[src/design/rscl_pkg.sv]
// Shared constants of the remote status and control logic.
package rscl_pkg;
   // ==========================================================
   // Timing
   localparam int          CLK_HZ      = 200_000_000;
   localparam int          BAUD_RATE   = 300;
   localparam logic [19:0] BIT_CYC_DEF = 20'(CLK_HZ / BAUD_RATE);
   localparam int          WD_TIME_MS  = 2000;
   localparam logic [28:0] WD_CYC_DEF  = 29'(CLK_HZ / 1000 * WD_TIME_MS);
   // ==========================================================
   // Register offsets and reset values
   localparam logic [11:0] OFS_CTRL     = 12'h000;
   localparam logic [11:0] OFS_STATUS   = 12'h004;
   localparam logic [11:0] OFS_INT_STAT = 12'h008;
   localparam logic [11:0] OFS_INT_MASK = 12'h00c;
   localparam logic [1:0]  CTRL_RST     = 2'h0;
   localparam logic [3:0]  MASK_RST     = 4'h0;
   localparam logic [13:0] SYNC_RST     = 14'h00e1;
   // ==========================================================
   // Field positions
   localparam int CTRL_LMUTE_SAT = 0;
   localparam int CTRL_SMUTE_LOC = 1;
   localparam int STATUS_TO_BIT  = 16;
   localparam int INT_NEW        = 0;
   localparam int INT_TO         = 1;
   localparam int INT_PERR       = 2;
   localparam int INT_ALARM      = 3;
   localparam int ST_ALARM       = 0;
   localparam int ST_NORMAL      = 1;
   localparam int ST_WARN        = 2;
   localparam int ST_STBY        = 3;
   localparam int MSG_HEAD_BIT   = 7;
   localparam int SYNC_W         = 14;
endpackage : rscl_pkg

[src/design/rscl_byte_if.sv]
// Byte stream carrier between the controller and its serial ports.
`timescale 1ns/1ps
interface rscl_byte_if;
   logic       valid;
   logic       ready;
   logic       perr;
   logic [7:0] data;
   modport src (output valid, output data, output perr, input ready);
   modport snk (input valid, input data, input perr, output ready);
endinterface : rscl_byte_if

[src/design/rscl_uart_tx.sv]
// Serial byte transmitter with odd parity.
`timescale 1ns/1ps
module rscl_uart_tx
   import rscl_pkg::*;
#(
   parameter logic [19:0] BIT_CYC = BIT_CYC_DEF
)(
   input  wire logic clk_in,
   input  wire logic rstn_in,
   rscl_byte_if.snk  byte_in,
   output logic      txd_out
);
   typedef struct packed {
      logic        busy;
      logic [10:0] sh;
      logic [3:0]  n;
      logic [19:0] div;
   } rscl_tx_st_t;

   rscl_tx_st_t st;
   rscl_tx_st_t next_st;

   assign byte_in.ready = !st.busy;
   assign txd_out       = st.sh[0];

   always_comb
   begin
      next_st = st;
      if (!st.busy)
      begin
         if (byte_in.valid)
         begin
            next_st.busy = 1'b1;
            next_st.sh   = {1'b1, ~^byte_in.data, byte_in.data, 1'b0};
            next_st.n    = 4'h0;
            next_st.div  = 20'h00000;
         end
      end
      else if (st.div == BIT_CYC - 20'h00001)
      begin
         next_st.div = 20'h00000;
         next_st.sh  = {1'b1, st.sh[10:1]};
         if (st.n == 4'ha)
            next_st.busy = 1'b0;
         else
            next_st.n = st.n + 4'h1;
      end
      else
         next_st.div = st.div + 20'h00001;
   end

   always_ff @(posedge clk_in)
   begin
      if (!rstn_in)
         st <= '{busy: 1'b0, sh: 11'h7ff, n: 4'h0, div: 20'h00000};
      else
         st <= next_st;
   end
endmodule : rscl_uart_tx

[src/design/rscl_uart_rx.sv]
// Serial byte receiver with odd parity and stop bit check.
`timescale 1ns/1ps
module rscl_uart_rx
   import rscl_pkg::*;
#(
   parameter logic [19:0] BIT_CYC = BIT_CYC_DEF
)(
   input  wire logic clk_in,
   input  wire logic rstn_in,
   input  wire logic rxd_in,
   rscl_byte_if.src  byte_out
);
   typedef struct packed {
      logic        busy;
      logic [8:0]  sh;
      logic [3:0]  n;
      logic [19:0] div;
      logic        vld;
      logic        perr;
      logic [7:0]  data;
   } rscl_rx_st_t;

   rscl_rx_st_t st;
   rscl_rx_st_t next_st;
   logic [19:0] target;

   assign byte_out.valid = st.vld;
   assign byte_out.data  = st.data;
   assign byte_out.perr  = st.perr;
   assign target = (st.n == 4'h0) ? {1'b0, BIT_CYC[19:1]} : BIT_CYC - 20'h00001;

   always_comb
   begin
      next_st     = st;
      next_st.vld = 1'b0;
      if (!st.busy)
      begin
         if (!rxd_in)
         begin
            next_st.busy = 1'b1;
            next_st.n    = 4'h0;
            next_st.div  = 20'h00000;
         end
      end
      else if (st.div == target)
      begin
         next_st.div = 20'h00000;
         if (st.n == 4'h0 && rxd_in)
            next_st.busy = 1'b0;
         else if (st.n == 4'ha)
         begin
            next_st.busy = 1'b0;
            next_st.vld  = 1'b1;
            next_st.data = st.sh[7:0];
            next_st.perr = ~^st.sh | ~rxd_in;
         end
         else
         begin
            next_st.sh = {rxd_in, st.sh[8:1]};
            next_st.n  = st.n + 4'h1;
         end
      end
      else
         next_st.div = st.div + 20'h00001;
   end

   always_ff @(posedge clk_in)
   begin
      if (!rstn_in)
         st <= '0;
      else
         st <= next_st;
   end
endmodule : rscl_uart_rx

[src/design/rscl_top.sv]
// Remote status and control logic: link, message check, lamps, sounders, APB registers.
// How it works
// Each command word leaves as two bytes.
// Bytes: start, eight data, odd parity, stop.
// Received bytes assemble into two-byte message.
// Accept only a message repeating the previous.
// Acceptance updates status and pulses new-message.
// Two seconds without acceptance or carrier: timeout.
// Timeout shows alarm lamp only.
// Mute key held lights all lamps, unless lockout is on.
// Lockout switches all lamps off.
// Normal-to-alarm change starts the sounders.
// Lamp test always sounds both sounders.
// Local mute key silences the local sounder.
// Two settings cross-couple the mute keys.
// Local and satellite requests merge into commands.
// Lamp, opto, satellite, sounder from accepted status.
// Inputs sampled and sent to the cabinet.
// Satellite requests are active low.
// Separate opto outputs for four status kinds.
// Next accepted message ends the forced alarm.
`timescale 1ns/1ps
module rscl_top
   import rscl_pkg::*;
#(
   parameter logic [19:0] BIT_CYC = BIT_CYC_DEF,
   parameter logic [28:0] WD_CYC  = WD_CYC_DEF
)(
   input  wire logic        clk_in,
   input  wire logic        rstn_in,
   input  wire logic        psel_in,
   input  wire logic        penable_in,
   input  wire logic        pwrite_in,
   input  wire logic [11:0] paddr_in,
   input  wire logic [31:0] pwdata_in,
   output logic      [31:0] prdata_out,
   output logic             pready_out,
   output logic             pslverr_out,
   output logic             irq_out,
   input  wire logic        rxd_in,
   input  wire logic        carrier_in,
   output logic             txd_out,
   input  wire logic        mute_key_in,
   input  wire logic        onoff_key_in,
   input  wire logic        chg_key_in,
   input  wire logic        sat_onoff_n_in,
   input  wire logic        sat_chg_n_in,
   input  wire logic        sat_mute_n_in,
   input  wire logic        lockout_in,
   input  wire logic        tx_off_in,
   input  wire logic [3:0]  aux_in,
   output logic      [3:0]  lamp_out,
   output logic      [3:0]  opto_out,
   output logic      [3:0]  sat_lamp_out,
   output logic      [3:0]  sat_lamp_oe_out,
   output logic             buzzer_out,
   output logic             sat_buzzer_out,
   output logic             sat_buzzer_oe_out,
   output logic             new_msg_out,
   output logic      [15:0] status_out,
   output logic             timeout_out
);
   // ==========================================================
   // State
   typedef struct packed {
      logic [SYNC_W-1:0] s1;
      logic [SYNC_W-1:0] s2;
      logic              half;
      logic [7:0]        b0;
      logic              have_prev;
      logic [15:0]       prev;
      logic [15:0]       stat;
      logic              newp;
      logic [28:0]       wd;
      logic              to;
      logic              was_norm;
      logic              lbuz;
      logic              sbuz;
      logic              tb;
      logic [1:0]        cfg;
      logic [3:0]        ist;
      logic [3:0]        imask;
      logic [31:0]       rdata;
      logic              slverr;
      logic [3:0]        lamp;
      logic [3:0]        opto;
      logic [3:0]        slamp;
      logic              lbz_o;
      logic              sbz_o;
      logic              irq;
   } rscl_st_t;

   rscl_st_t    st;
   rscl_st_t    next_st;
   rscl_byte_if rx_bus ();
   rscl_byte_if tx_bus ();

   logic        rxd_s;
   logic        cd;
   logic        lmute;
   logic        smute;
   logic        lt;
   logic        lock;
   logic        onoff_req;
   logic        chg_req;
   logic        txoff;
   logic [3:0]  aux;
   logic [15:0] msg;
   logic        msg_done;
   logic        acc;
   logic        trans;
   logic [3:0]  eff;
   logic [3:0]  ev;
   logic [3:0]  w1c;
   logic        wr;
   logic        clr_l;
   logic        clr_s;

   function automatic logic addr_hit(input logic [11:0] a);
      addr_hit = (a == OFS_CTRL) || (a == OFS_STATUS) ||
                 (a == OFS_INT_STAT) || (a == OFS_INT_MASK);
   endfunction : addr_hit

   // ==========================================================
   // Serial ports
   rscl_uart_rx #(.BIT_CYC(BIT_CYC)) u_rx (
      .clk_in   (clk_in),
      .rstn_in  (rstn_in),
      .rxd_in   (rxd_s),
      .byte_out (rx_bus)
   );

   rscl_uart_tx #(.BIT_CYC(BIT_CYC)) u_tx (
      .clk_in  (clk_in),
      .rstn_in (rstn_in),
      .byte_in (tx_bus),
      .txd_out (txd_out)
   );

   // ==========================================================
   // Synchronised pins and merged requests
   // Only the second synchroniser stage is read, so a pin edge cannot split decisions.
   assign rxd_s     = st.s2[0];
   assign cd        = st.s2[1];
   assign lmute     = st.s2[2];
   assign smute     = ~st.s2[7];
   assign lock      = st.s2[8];
   assign txoff     = st.s2[9];
   assign aux       = st.s2[13:10];
   assign onoff_req = st.s2[3] | ~st.s2[5];
   assign chg_req   = st.s2[4] | ~st.s2[6];
   assign lt        = lmute | smute;

   // The transmitter is always fed, so the cabinet sees the inputs continuously.
   assign rx_bus.ready = 1'b1;
   assign tx_bus.valid = 1'b1;
   assign tx_bus.perr  = 1'b0;
   assign tx_bus.data  = st.tb ? {4'h0, aux} :
                         {1'b1, 2'h0, txoff, lock, lt, chg_req, onoff_req};

   // ==========================================================
   // Message assembly and check
   assign msg      = {st.b0, rx_bus.data};
   assign msg_done = rx_bus.valid && !rx_bus.perr && st.half &&
                     !rx_bus.data[MSG_HEAD_BIT];
   assign acc      = msg_done && st.have_prev && (msg == st.prev) && cd;
   assign eff      = st.to ? (4'h1 << ST_ALARM) : st.stat[3:0];
   assign trans    = st.was_norm && eff[ST_ALARM];
   assign wr       = psel_in && penable_in && pwrite_in;
   assign w1c      = (wr && paddr_in == OFS_INT_STAT) ? pwdata_in[3:0] : 4'h0;
   assign clr_l    = lmute || (st.cfg[CTRL_SMUTE_LOC] && smute);
   assign clr_s    = smute || (st.cfg[CTRL_LMUTE_SAT] && lmute);

   always_comb
   begin
      next_st      = st;
      next_st.s1   = {aux_in, tx_off_in, lockout_in, sat_mute_n_in, sat_chg_n_in,
                      sat_onoff_n_in, chg_key_in, onoff_key_in, mute_key_in,
                      carrier_in, rxd_in};
      next_st.s2   = st.s1;
      next_st.newp = 1'b0;
      ev           = 4'h0;

      if (tx_bus.ready)
         next_st.tb = ~st.tb;

      if (rx_bus.valid)
      begin
         if (rx_bus.perr)
         begin
            next_st.half    = 1'b0;
            ev[INT_PERR]    = 1'b1;
         end
         else if (rx_bus.data[MSG_HEAD_BIT])
         begin
            next_st.b0   = rx_bus.data;
            next_st.half = 1'b1;
         end
         else if (st.half)
         begin
            next_st.half      = 1'b0;
            next_st.prev      = msg;
            next_st.have_prev = 1'b1;
         end
      end

      if (acc)
      begin
         next_st.stat = msg;
         next_st.newp = 1'b1;
         next_st.wd   = 29'h0;
      end
      else if (st.wd != WD_CYC)
         next_st.wd = st.wd + 29'h1;
      next_st.to = (next_st.wd == WD_CYC);

      next_st.was_norm = eff[ST_NORMAL];
      next_st.lbuz     = trans | (st.lbuz & ~clr_l);
      next_st.sbuz     = trans | (st.sbuz & ~clr_s);
      next_st.lbz_o    = next_st.lbuz | lt;
      next_st.sbz_o    = next_st.sbuz | lt;

      if (lock)
         next_st.lamp = 4'h0;
      else if (lt)
         next_st.lamp = 4'hf;
      else
         next_st.lamp = eff;
      next_st.slamp = next_st.lamp;
      next_st.opto  = eff;

      ev[INT_NEW]   = acc;
      ev[INT_TO]    = next_st.to && !st.to;
      ev[INT_ALARM] = trans;
      // A new event wins over a software clear in the same cycle.
      next_st.ist   = ev | (st.ist & ~w1c);
      next_st.irq   = |(next_st.ist & st.imask);

      if (wr && paddr_in == OFS_CTRL)
         next_st.cfg = pwdata_in[1:0];
      if (wr && paddr_in == OFS_INT_MASK)
         next_st.imask = pwdata_in[3:0];

      if (psel_in && !penable_in)
      begin
         next_st.slverr = !addr_hit(paddr_in);
         unique case (paddr_in)
            OFS_CTRL:     next_st.rdata = {30'h0, st.cfg};
            OFS_STATUS:   next_st.rdata = {15'h0, st.to, st.stat};
            OFS_INT_STAT: next_st.rdata = {28'h0, st.ist};
            OFS_INT_MASK: next_st.rdata = {28'h0, st.imask};
            default:      next_st.rdata = 32'h0;
         endcase
      end
   end

   always_ff @(posedge clk_in)
   begin
      if (!rstn_in)
      begin
         st       <= '0;
         st.s1    <= SYNC_RST;
         st.s2    <= SYNC_RST;
         st.cfg   <= CTRL_RST;
         st.imask <= MASK_RST;
      end
      else
         st <= next_st;
   end

   // ==========================================================
   // Outputs
   assign prdata_out        = st.rdata;
   assign pready_out        = 1'b1;
   assign pslverr_out       = st.slverr;
   assign irq_out           = st.irq;
   assign lamp_out          = st.lamp;
   assign opto_out          = st.opto;
   assign sat_lamp_out      = 4'h0;
   assign sat_lamp_oe_out   = st.slamp;
   assign buzzer_out        = st.lbz_o;
   assign sat_buzzer_out    = 1'b0;
   assign sat_buzzer_oe_out = st.sbz_o;
   assign new_msg_out       = st.newp;
   assign status_out        = st.stat;
   assign timeout_out       = st.to;
endmodule : rscl_top

[config.mk]
export PLATFORM = sky130hd
export DESIGN_NAME = rscl_top
export DESIGN_NICKNAME = d
export VERILOG_FILES = /design/src/design/rscl_pkg.sv /design/src/design/rscl_byte_if.sv /design/src/design/rscl_uart_tx.sv /design/src/design/rscl_uart_rx.sv /design/src/design/rscl_top.sv
export SDC_FILE = /design/constraint.sdc
export NUM_CORES = 1
export LEC_CHECK = 0
export BUFFER_PORTS_ARGS = -buffer_cell sky130_fd_sc_hd__buf_2
export CAP_MARGIN = 25
export CORE_MARGIN = 1
export CORE_UTILIZATION = 53
export DETAILED_ROUTE_END_ITERATION = 6
export PLACE_DENSITY = 0.83
export SETUP_SLACK_MARGIN = 0.4
export SYNTH_ARGS = -nofsm -noshare
export SYNTH_HDL_FRONTEND = slang
export SYNTH_HIERARCHICAL = 1
export SYNTH_SLANG_ARGS = --single-unit
[constraint.sdc]
create_clock -name clk_in -period 2.3 [get_ports clk_in]
set_clock_uncertainty 0.15 [all_clocks]
set_input_delay 0.115 -clock clk_in [delete_from_list [all_inputs] [get_ports clk_in]]
set_output_delay 0.115 -clock clk_in [all_outputs]
set_load 0.01 [all_outputs]
==> results.json, run 1 <==
{
  "max_freq_mhz": 378,
  "drt_iter0_drc": 1639,
  "dp_hpwl_mm": 16.1,
  "p_leak_nw": 5.68,
  "cts_tree": "done",
  "hold_violations": 0,
  "layout-drive-gt1-share_pct": 36.6,
  "slew_viol_final": 0,
  "end_kind": "register",
  "yosys.area.top_type": "dfxtp_1",
  "fin_nets": 1464,
  "rr_worst_depth": 10,
  "reg2reg_setup_slack_ns": -0.34,
  "reg2reg_from": "st[63]",
  "clock_latency_ns": 0.53,
  "portBuffers": 86,
  "dp.cells": 1516,
  "diodes": 0,
  "startpoint_type": "register",
  "max_slew_margin_pct": 4.77,
  "die_width_um": 145,
  "violations": "negative setup slack",
  "totalWireLength_mm": 42.7,
  "row_count": 51,
  "cts_buffers": 23,
  "fin_util_pct": 75.2,
  "drtPass1Iterations": 6,
  "synth_top_area_share_pct": 41.3,
  "wire_per_inst_um": 25.6,
  "async_flop_share_pct": 0,
  "fin_crit_sh_pct": 115,
  "io_pins": 136,
  "synthToLayoutAreaGrowth_pct": 37.7,
  "layout_setup_ws_ns": -0.343,
  "drc": 0,
  "grt_pass1_wl_mm": 47.6,
  "vdd_drop_max_mv": 0.885,
  "die_h_um": 145,
  "clk_pin_slew_ns": 0.07,
  "status": "finished with violations",
  "crit_type": "reg2reg",
  "clock_path_buffers": 3,
  "timing.rr.end": "timeout_out",
  "htreeDepth": 1,
  "max_cap_violations": 0,
  "hold_end": "prdata_out[2]",
  "postSynthAreaPerCell_um2": 8.87,
  "antenna_found_initial": 2,
  "syn_area_um2": 10800,
  "drtAntennaViolNets": 0,
  "hp-start": "paddr_in[10]",
  "synthTopCellsByArea": "dfxtp_1 41%, buf_4 5.3%, nand2_1 4.6%, mux2i_1 3.3%, nor2b_1 3.2%",
  "cts-root-buf": "clkbuf_16",
  "min_path_type": "in2reg",
  "coreArea_um2": 19700,
  "grt_max_degree": 53,
  "final_cell_mix": "171 x dfxtp_1, 127 x nand2_1, 103 x buf_4",
  "crit_required_ns": 2.58,
  "p_per_area_nw_per_um2": 582,
  "final-instance-count-excl-fill": 1670,
  "vias_per_cell": 6.80,
  "yosys_most_used_dff": "dfxtp_1",
  "die_area_um2": 20900,
  "arrival_ns": 2.93,
  "crit_fanout": 4,
  "ys_warn_count": 6,
  "timing.final.crit_period_ns": 2.64,
  "grt_usage_pct": 28.4,
  "synth_edf_count": 0,
  "rsz0062_at_grt": "true",
  "ys_ff_latch": 222,
  "seq_area_frac_synth_pct": 41.3,
  "synth_cell_types": 85,
  "grt_pass1_vias": 9495,
  "gp_congestion": 0.870,
  "min_path_cells": 7,
  "worst_slew_pin_slew_ns": 1.42,
  "netlist_instances": 1214,
  "start_util_pct": 54.6,
  "vias": 11400,
  "mostFrequentLayoutCell": "dfxtp_1",
  "setup_violations": 28,
  "overflow": 0,
  "cts_sinks": 222
}
[layout make-up]
type / count / area, um2
clock buffers: 30 / 653
clock inverters: 10 / 139
fillers: 985 / 4880
inverters: 28 / 115
multi-input cells: 849 / 6820
flip-flops and latches: 222 / 4550
well taps: 265 / 332
repair buffers: 266 / 2230
[worst max-delay path, stage by stage, from the launching register on]
cell,delay (ns)
dfxtp_4,0.38
inv_4,0.08
ha_2,0.19
nor4b_4,0.44
nand4_1,0.25
nor3_4,0.25
nor2b_1,0.12
xnor2_1,0.25
buf_4,0.17
nand4_1,0.12
nor2_1,0.17
[metal layers]
layer / global-route usage [%] / wire length (um) / up-vias
li1: - / - / 4545
met1: 32.8 / 13800 / 5253
met2: 51.0 / 20100 / 1100
met3: 4.83 / 4380 / 452
met4: 13.1 / 4370 / 2
met5: 0 / 13 / -
[synth_stat cells, types with 6 or more instances]
library cell / n
dfxtp_1: 222
nand2_1: 133
buf_4: 76
nor2b_1: 55
nor2_1: 52
nand3_1: 49
a21oi_1: 47
clkbuf_1: 46
mux2i_1: 36
nand4_1: 35
xnor2_1: 35
xor2_1: 32
a31oi_1: 29
inv_1: 28
and2_1: 27
a21boi_0: 20
nor3_1: 20
a22oi_1: 18
buf_2: 18
o31ai_1: 17
nor4_1: 16
and3_1: 15
nand2b_1: 15
ha_1: 11
nand4b_1: 11
nand3b_1: 10
o21ai_0: 10
or3_1: 9
a221o_1: 8
a22o_1: 7
or2_2: 7
nor3b_1: 6
[cells by family (layout without fill, tap and decap cells)]
logic type / Yosys count / in the layout / synth area share (%)
buffers and inverters: 173 / 334 / 9.08
AND/OR/NAND/NOR: 497 / 498 / 25.6
other: 2 / 29 / 0.0697
AO/OA/AOI/OAI: 200 / 202 / 13.0
multiplexers: 42 / 42 / 4.18
XOR/XNOR: 67 / 67 / 5.45
adder cells (fa/ha/maj): 11 / 11 / 1.28
flip-flops: 222 / 222 / 41.3
[sequential cells by signal, indices dropped and copies added, names as in the netlist, 4 cells and up]
name                flops
u_tx/st                35
next_st                14
status_out             16
prdata_out             17
opto_out                4
msg                     8
u_rx/st                34
sat_lamp_oe_out         4
st                     65
u_rx/byte_out.data      8
aux                     4
[timing repair]
item,in CTS,in global routing
hold buffers,28,0
cloned,8,5
gates resized for setup,155,174
endpoints found under the hold margin,27,0
endpoints found under the setup margin,119,121
pin swaps,79,90
setup buffers,31,42
[worst max-delay path by stage]
stage                    start          end  slack [ns]  cells past startpoint
finish                  st[63]  timeout_out       -0.34                     10
detailed placement  u_tx/st[1]  u_tx/st[19]       -0.08                      7
global placement    u_tx/st[1]   u_tx/st[7]       -0.01                      7
global route            st[74]  timeout_out       -0.64                      9
CTS                     st[65]      irq_out        0.05                      7
floorplan               st[72]      irq_out        0.08                      9
[power breakdown]
group	internal [W]	switching [W]
clock	0.00235	0.00166
sequential	0.00389	0.0000498
combinational	0.000306	0.000383
[per-stage QoR]
step	setup slack (ns)	setup TNS, ns	cell area, um2	power (W)	hold WS, ns
after floorplan	0.0776	0	11000	0.00434	0.0665
after global placement	-0.0103	-0.0199	11400	0.00441	0.153
after detailed placement	-0.0807	-0.150	11400	0.00443	0.151
after CTS	0.0537	0	13500	0.00837	-0.0104
after global routing	-0.637	-5.23	14800	0.00882	0.171
final	-0.343	-2.74	14800	0.00863	0.105
No activity file was read; power rests on OpenSTA's default activity.
==> run 2, diff against run 1 <==
Settings changed: ABC_AREA set to 1, CORE_UTILIZATION 53 to 63, PLACE_DENSITY 0.83 to 0.91.
Clock period 2.3 ns to 3.4 ns, I/O delays scaled along.
==> run 2 against run 1 <==
  * The run now ends clean
  * Clock power decreased by 28%
  * Synthesized cell count increased by 36%
  * Sequential share of layout area increased by 4.8 points
  * Final cell count increased by 17%
  * Critical path type unchanged
==> results.json, run 2 <==
{
  "grt_usage_pct": 30.6,
  "rsz0062_at_grt": "false",
  "clock_path_buffers": 3,
  "hold_violations": 0,
  "io_pins": 136,
  "vdd_drop_max_mv": 0.524,
  "p_seq_share_pct": 45.5,
  "antenna_found_initial": 1,
  "min_path_type": "in2reg",
  "portBuffers": 86,
  "postSynthAreaPerCell_um2": 6.82,
  "pwr-share-comb_pct": 5.6,
  "arrival_ns": 2.75,
  "gp_congestion": 0.947,
  "switching_power_w": 0.00133,
  "startpoint_type": "register",
  "grt_pass1_wl_mm": 46.0,
  "fin_crit_sh_pct": 71.8,
  "async_flop_share_pct": 0,
  "yosys_most_used_dff": "dfxtp_1",
  "cts_tree": "done",
  "ys_ff_latch": 222,
  "clk_pin_slew_ns": 0.06,
  "max_slew_margin_pct": 45.0,
  "reg_top3": "st x65, u_tx/st x35, u_rx/st x34",
  "mostFrequentLayoutCell": "nand2_1",
  "setup_violations": 0,
  "drtPass1Iterations": 6,
  "coreArea_um2": 17400,
  "fin_nets": 1781,
  "netlist_instances": 1655,
  "slew_viol_final": 0,
  "max_freq_mhz": 410,
  "cts-root-buf": "clkbuf_16",
  "seq_area_frac_synth_pct": 39.4,
  "synth_most_common_cell": "nand2_1",
  "clkPwrFrac_pct": 49.0,
  "cts_sinks": 222,
  "end_kind": "register",
  "synth_top_area_share_pct": 39.4,
  "status": "complete, no violations",
  "fin_area_um2": 12500,
  "synth_edf_count": 0,
  "ys_warn_count": 6,
  "crit_type": "reg2reg",
  "grt_max_degree": 65,
  "htreeDepth": 1,
  "drt_iter0_drc": 1044,
  "dp_hpwl_mm": 18.9,
  "max_cap_violations": 0,
  "crit_fanout": 6,
  "overflow": 0,
  "largest-register": "st",
  "die_width_um": 136,
  "largest_reg_flops": 65,
  "holdBufCountCts": 24,
  "synth_cell_types": 46,
  "sw_frac_of_total_pct": 22.5,
  "timing.final.crit_period_ns": 2.44,
  "worst_slew_pin_slew_ns": 0.819,
  "post-cts-setup-buffer-count": 0,
  "die_h_um": 136,
  "power.internal_w": 0.00458,
  "start_util_pct": 64.8,
  "syn_area_um2": 11300,
  "die_area_um2": 18400,
  "yosys.area.top_type": "dfxtp_1",
  "placed_area_um2": 11400,
  "synthTopCellsByArea": "dfxtp_1 39%, nand2_1 14%, nor2_1 7.3%, inv_1 5.9%, a21oi_1 5.4%",
  "drtAntennaViolNets": 0,
  "layout-drive-gt1-share_pct": 12.3,
  "setup_tns_ns": 0,
  "cts_buffers": 24,
  "cts-resized-gates": 0,
  "grt_pass1_vias": 9752,
  "vias_per_cell": 5.46,
  "row_count": 48,
  "wire_per_inst_um": 14.4,
  "final_cell_mix": "410 x nand2_1, 222 x dfxtp_1, 218 x nor2_1",
  "vias": 10600,
  "synthToLayoutAreaGrowth_pct": 11.0,
  "p_leak_nw": 5.40,
  "totalWireLength_mm": 28.1,
  "p_per_area_nw_per_um2": 473,
  "synth_common_cells": "410 x nand2_1, 222 x dfxtp_1, 219 x nor2_1",
  "drc": 0,
  "crit_required_ns": 3.71,
  "clock_latency_ns": 0.52
}
[run 2: cell count changes after synthesis, sizes merged, moves of 36 or more]
cell   change
nor2     +188
nor2b     -55
a21oi     +72
nand3     +65
inv      +161
mux2i     -36
nand2    +292
o21ai     +70
[run 2: critical path: stages, from the launching register on]
cell	delay (ns)
dfxtp_1	0.47
ha_1	0.25
nand2_2	0.09
nor2_4	0.17
nand2_4	0.09
nor2_4	0.16
xor2_1	0.22
nand3_1	0.11
nor2_1	0.14
nand3_1	0.14
nor2_1	0.11
nand3_1	0.09
nand2_2	0.07
nand2_1	0.05
nand2_1	0.06
[run 2: logic make-up (layout without fill, tap and decap cells)]
family          after synthesis  count (layout)  share of synthesized area, %
compound gates              226             226                          10.5
xor+xnor                     40              40                          3.11
fa+ha+maj                    11              11                          1.22
buf+inv                     314             359                          13.3
flops                       222             222                          39.4
other cells                   2              28                        0.0666
simple gates                840             840                          32.4
[run 2: final cells by class]
class	instances	area, um2
fillers	1396	4890
diodes	1	2.50
inverters	196	736
repair buffers	119	741
clock inverters	12	196
multi-input cells	1144	5430
flip-flops and latches	222	4440
clock buffers	32	692
well taps	225	282
[run 2: metal layers]
| metal | track usage (%) | part of all wire (%) |
|---|---|---|
| met5 | 0 | 0 |
| met4 | 8.74 | 2.0 |
| met3 | 5.22 | 7.9 |
| met2 | 51.7 | 47 |
| met1 | 40.0 | 43 |
[run 2: final timing paths]
path | from | endpoint | depth (start not counted) | slack [ns]
min | paddr_in[3] | st[57] | 5 | 0.04
max | st[63] | irq_out | 14 | 0.96
min reg2reg | next_st[143] | lock | 2 | 0.26
max reg2reg | st[63] | irq_out | 14 | 0.96
[run 2: metrics by stage]
step                utilization (%)  cells  hold WS [ns]  setup slack (ns)  power [W]
detailed placement             65.4   1882         0.206              1.01    0.00304
global route                   71.9   1950        0.0996             0.766    0.00608
floorplan                         -   1680         0.118              1.43    0.00299
global placement               65.4   1882         0.204              1.07    0.00303
CTS                            71.9   1950        0.0170             0.962    0.00592
finish                         71.9   1951        0.0407             0.959    0.00592
[run 2: power by group through the flow]
stage | logic [W] | registers [W] | clock network (W)
floorplan | 0.000253 | 0.00273 | 0
global placement | 0.000284 | 0.00274 | 0
detailed placement | 0.000293 | 0.00275 | 0
CTS | 0.000318 | 0.00269 | 0.00292
global route | 0.000363 | 0.00269 | 0.00302
finish | 0.000329 | 0.00269 | 0.00290
==> run 3, diff against run 2 <==
Settings changed: ABC_AREA 1 to 0, CORE_UTILIZATION 63 to 58, PLACE_DENSITY 0.91 to 0.86.
Clock period 3.4 ns to 2.5 ns, I/O delays scaled along.
==> run 3 against run 2 <==
  * The run now ends with design-rule violations left
  * Sequential share of layout area is 0.10 points higher
  * Die area grew 3.6%
  * Sequential power increased by 35%
  * Non-clock buffer count increased by 55
  * Clock power grew 24%
  * Via count decreased by 13%
  * Critical endpoint unchanged
  * Sequential cell count unchanged
  * Clock-buffer cell count decreased by 1
  * Global-route usage decreased by 4.3 points
  * Register-to-register slack worse by 0.85 ns
  * Combinational power is 30% higher
==> results.json, run 3 (same netlist as run 1, synthesis figures left out) <==
{
  "cp_cell_sequence": "nor4bb_1, nand4_1, nor3_4, buf_4, nor2b_1, xnor2_1, nand4_1, o31ai_2",
  "p_seq_share_pct": 47.3,
  "dp.cells": 1449,
  "antenna_found_initial": 0,
  "startpoint_type": "register",
  "final_cell_mix": "185 x dfxtp_1, 130 x nand2_1, 87 x buf_2",
  "drc": 15,
  "crit_required_ns": 2.78,
  "min_path_cells": 5,
  "setup_tns_ns": 0,
  "start_util_pct": 59.6,
  "rr_worst_depth": 8,
  "max_slew_margin_pct": 17.8,
  "slowest_delay_ns": 0.42,
  "end_kind": "register",
  "dp_hpwl_mm": 15.3,
  "timing.rr.end": "irq_out",
  "overflow": 0,
  "violations": "design-rule violations",
  "placed_area_um2": 11100,
  "cts_sinks": 222,
  "worst_slew_pin_slew_ns": 1.22,
  "regArea_um2": 4530,
  "grt_max_degree": 134,
  "max_cap_violations": 0,
  "min_path_type": "in2reg",
  "pwr-share-comb_pct": 5.6,
  "cts-root-buf": "clkbuf_16",
  "rsz0062_at_grt": "true",
  "drtPass1Iterations": 7,
  "timing.final.crit_period_ns": 2.39,
  "htreeDepth": 1,
  "fin_area_um2": 12700,
  "max_freq_mhz": 419,
  "p_total_w": 0.00764,
  "clk_pin_slew_ns": 0.07,
  "reg2reg_setup_slack_ns": 0.11,
  "final.fill_count": 1207,
  "grt_pass1_wl_mm": 42.1,
  "gp_congestion": 0.900,
  "io_pins": 136,
  "multiInputGateArea_um2": 5800,
  "row_count": 49,
  "grt_usage_pct": 26.4,
  "clock_path_buffers": 3,
  "final-instance-count-excl-fill": 1539,
  "clkPwrFrac_pct": 47.1,
  "crit_slowest_cell": "dfxtp_1",
  "cts_buffers": 22,
  "grt_pass1_vias": 8599,
  "reg_top3": "st x65, u_tx/st x35, u_rx/st x34",
  "status": "finished with violations",
  "clock_latency_ns": 0.51,
  "mostFrequentLayoutCell": "dfxtp_1",
  "hold_violations": 0,
  "die_area_um2": 19100,
  "die_width_um": 138,
  "switching_power_w": 0.00169,
  "portBuffers": 86,
  "critical_path.most_common_cell": "nand4_1",
  "vdd_drop_max_mv": 0.849,
  "crit_fanout": 3,
  "crit_type": "reg2reg",
  "arrival_ns": 2.66,
  "largest-register": "st",
  "setup_violations": 0,
  "die_h_um": 138,
  "hold_end": "pslverr_out",
  "wire_per_inst_um": 17.9,
  "drt_iter0_drc": 703,
  "vias": 9294,
  "drtAntennaViolNets": 0,
  "slew_viol_final": 0,
  "p_leak_nw": 4.97,
  "totalWireLength_mm": 27.5,
  "reg2reg_from": "st[91]",
  "coreArea_um2": 18100,
  "sw_frac_of_total_pct": 22.1,
  "diodes": 0,
  "power.internal_w": 0.00595,
  "p_per_area_nw_per_um2": 601,
  "layout-drive-gt1-share_pct": 23.3,
  "cts_tree": "done",
  "vias_per_cell": 6.04,
  "fin_crit_sh_pct": 95.5,
  "fin_nets": 1369,
  "largest_reg_flops": 65,
  "hp-start": "paddr_in[10]",
  "fin_util_pct": 70.3,
  "synthToLayoutAreaGrowth_pct": 18.1
}
[run 3: changes by cell type in the layout (fill, tap and decap cells not counted), sizes merged, moves of 29 or more]
cell and delta:
nor2b +55, inv -162, nand2 -292, a31oi +29, nor2 -188, a21oi -71, nand3 -65, o21ai -70
mux2i +36, buf +56
[run 3: worst max-delay path: cells and delay by family, from the launching register on]
kind | cells | cell delay (ns)
AO/OA/AOI/OAI | 1 | 0.20
AND/OR/NAND/NOR | 5 | 1.12
buffers and inverters | 1 | 0.16
flip-flops | 1 | 0.42
XOR/XNOR | 1 | 0.27
[run 3: final cells by class]
class                           count  area share [%]
Clock buffer                       31            5.31
Clock inverter                      8           0.924
Multi-Input combinational cell    847            45.6
Tap cell                          229            2.25
Sequential cell                   222            35.6
Timing Repair Buffer              174            9.54
Inverter                           28           0.826
[run 3: how the worst max path moves through the flow]
stage / start / endpoint / slack, ns / cells after the start
finish: st[91] / irq_out / 0.11 / 8
global route: st[63] / irq_out / 0.04 / 10
CTS: st[65] / irq_out / 0.24 / 7
detailed placement: u_tx/st[1] / u_tx/st[7] / 0.05 / 7
global placement: u_tx/st[1] / u_tx/st[19] / 0.13 / 7
floorplan: st[72] / irq_out / 0.28 / 9
[run 3: layer usage]
layer | up-vias | routed length, um | track usage, %
li1 | 4347 | - | -
met3 | 112 | 1650 | 4.09
met2 | 395 | 13900 | 47.4
met4 | 0 | 1030 | 9.23
met1 | 4440 | 11000 | 31.9
met5 | - | 0 | 0
[run 3: timing repair]
item / 4_1_cts / 5_1_grt
gates cloned: 1 / 3
pin swaps: 9 / 16
buffers inserted: 14 / 11
setup endpoints to repair: 81 / 110
endpoints found under the hold margin: 28 / 0
resized for setup: 29 / 77
hold buffers: 22 / 0
[run 3: through the flow]
stage	setup WS, ns	hold WS [ns]
floorplan	0.278	0.0765
global placement	0.133	0.158
detailed placement	0.0549	0.169
CTS	0.244	0.0107
global route	0.0372	0.0497
finish	0.111	0.0261
[run 3: power by group through the flow]
stage	sequential, W	clock [W]	combinational (W)
6_report	0.00362	0.00360	0.000428
5_1_grt	0.00362	0.00377	0.000463
4_1_cts	0.00363	0.00361	0.000394
3_5_place_dp	0.00371	0	0.000355
3_3_place_gp	0.00370	0	0.000349
2_1_floorplan	0.00370	0	0.000296
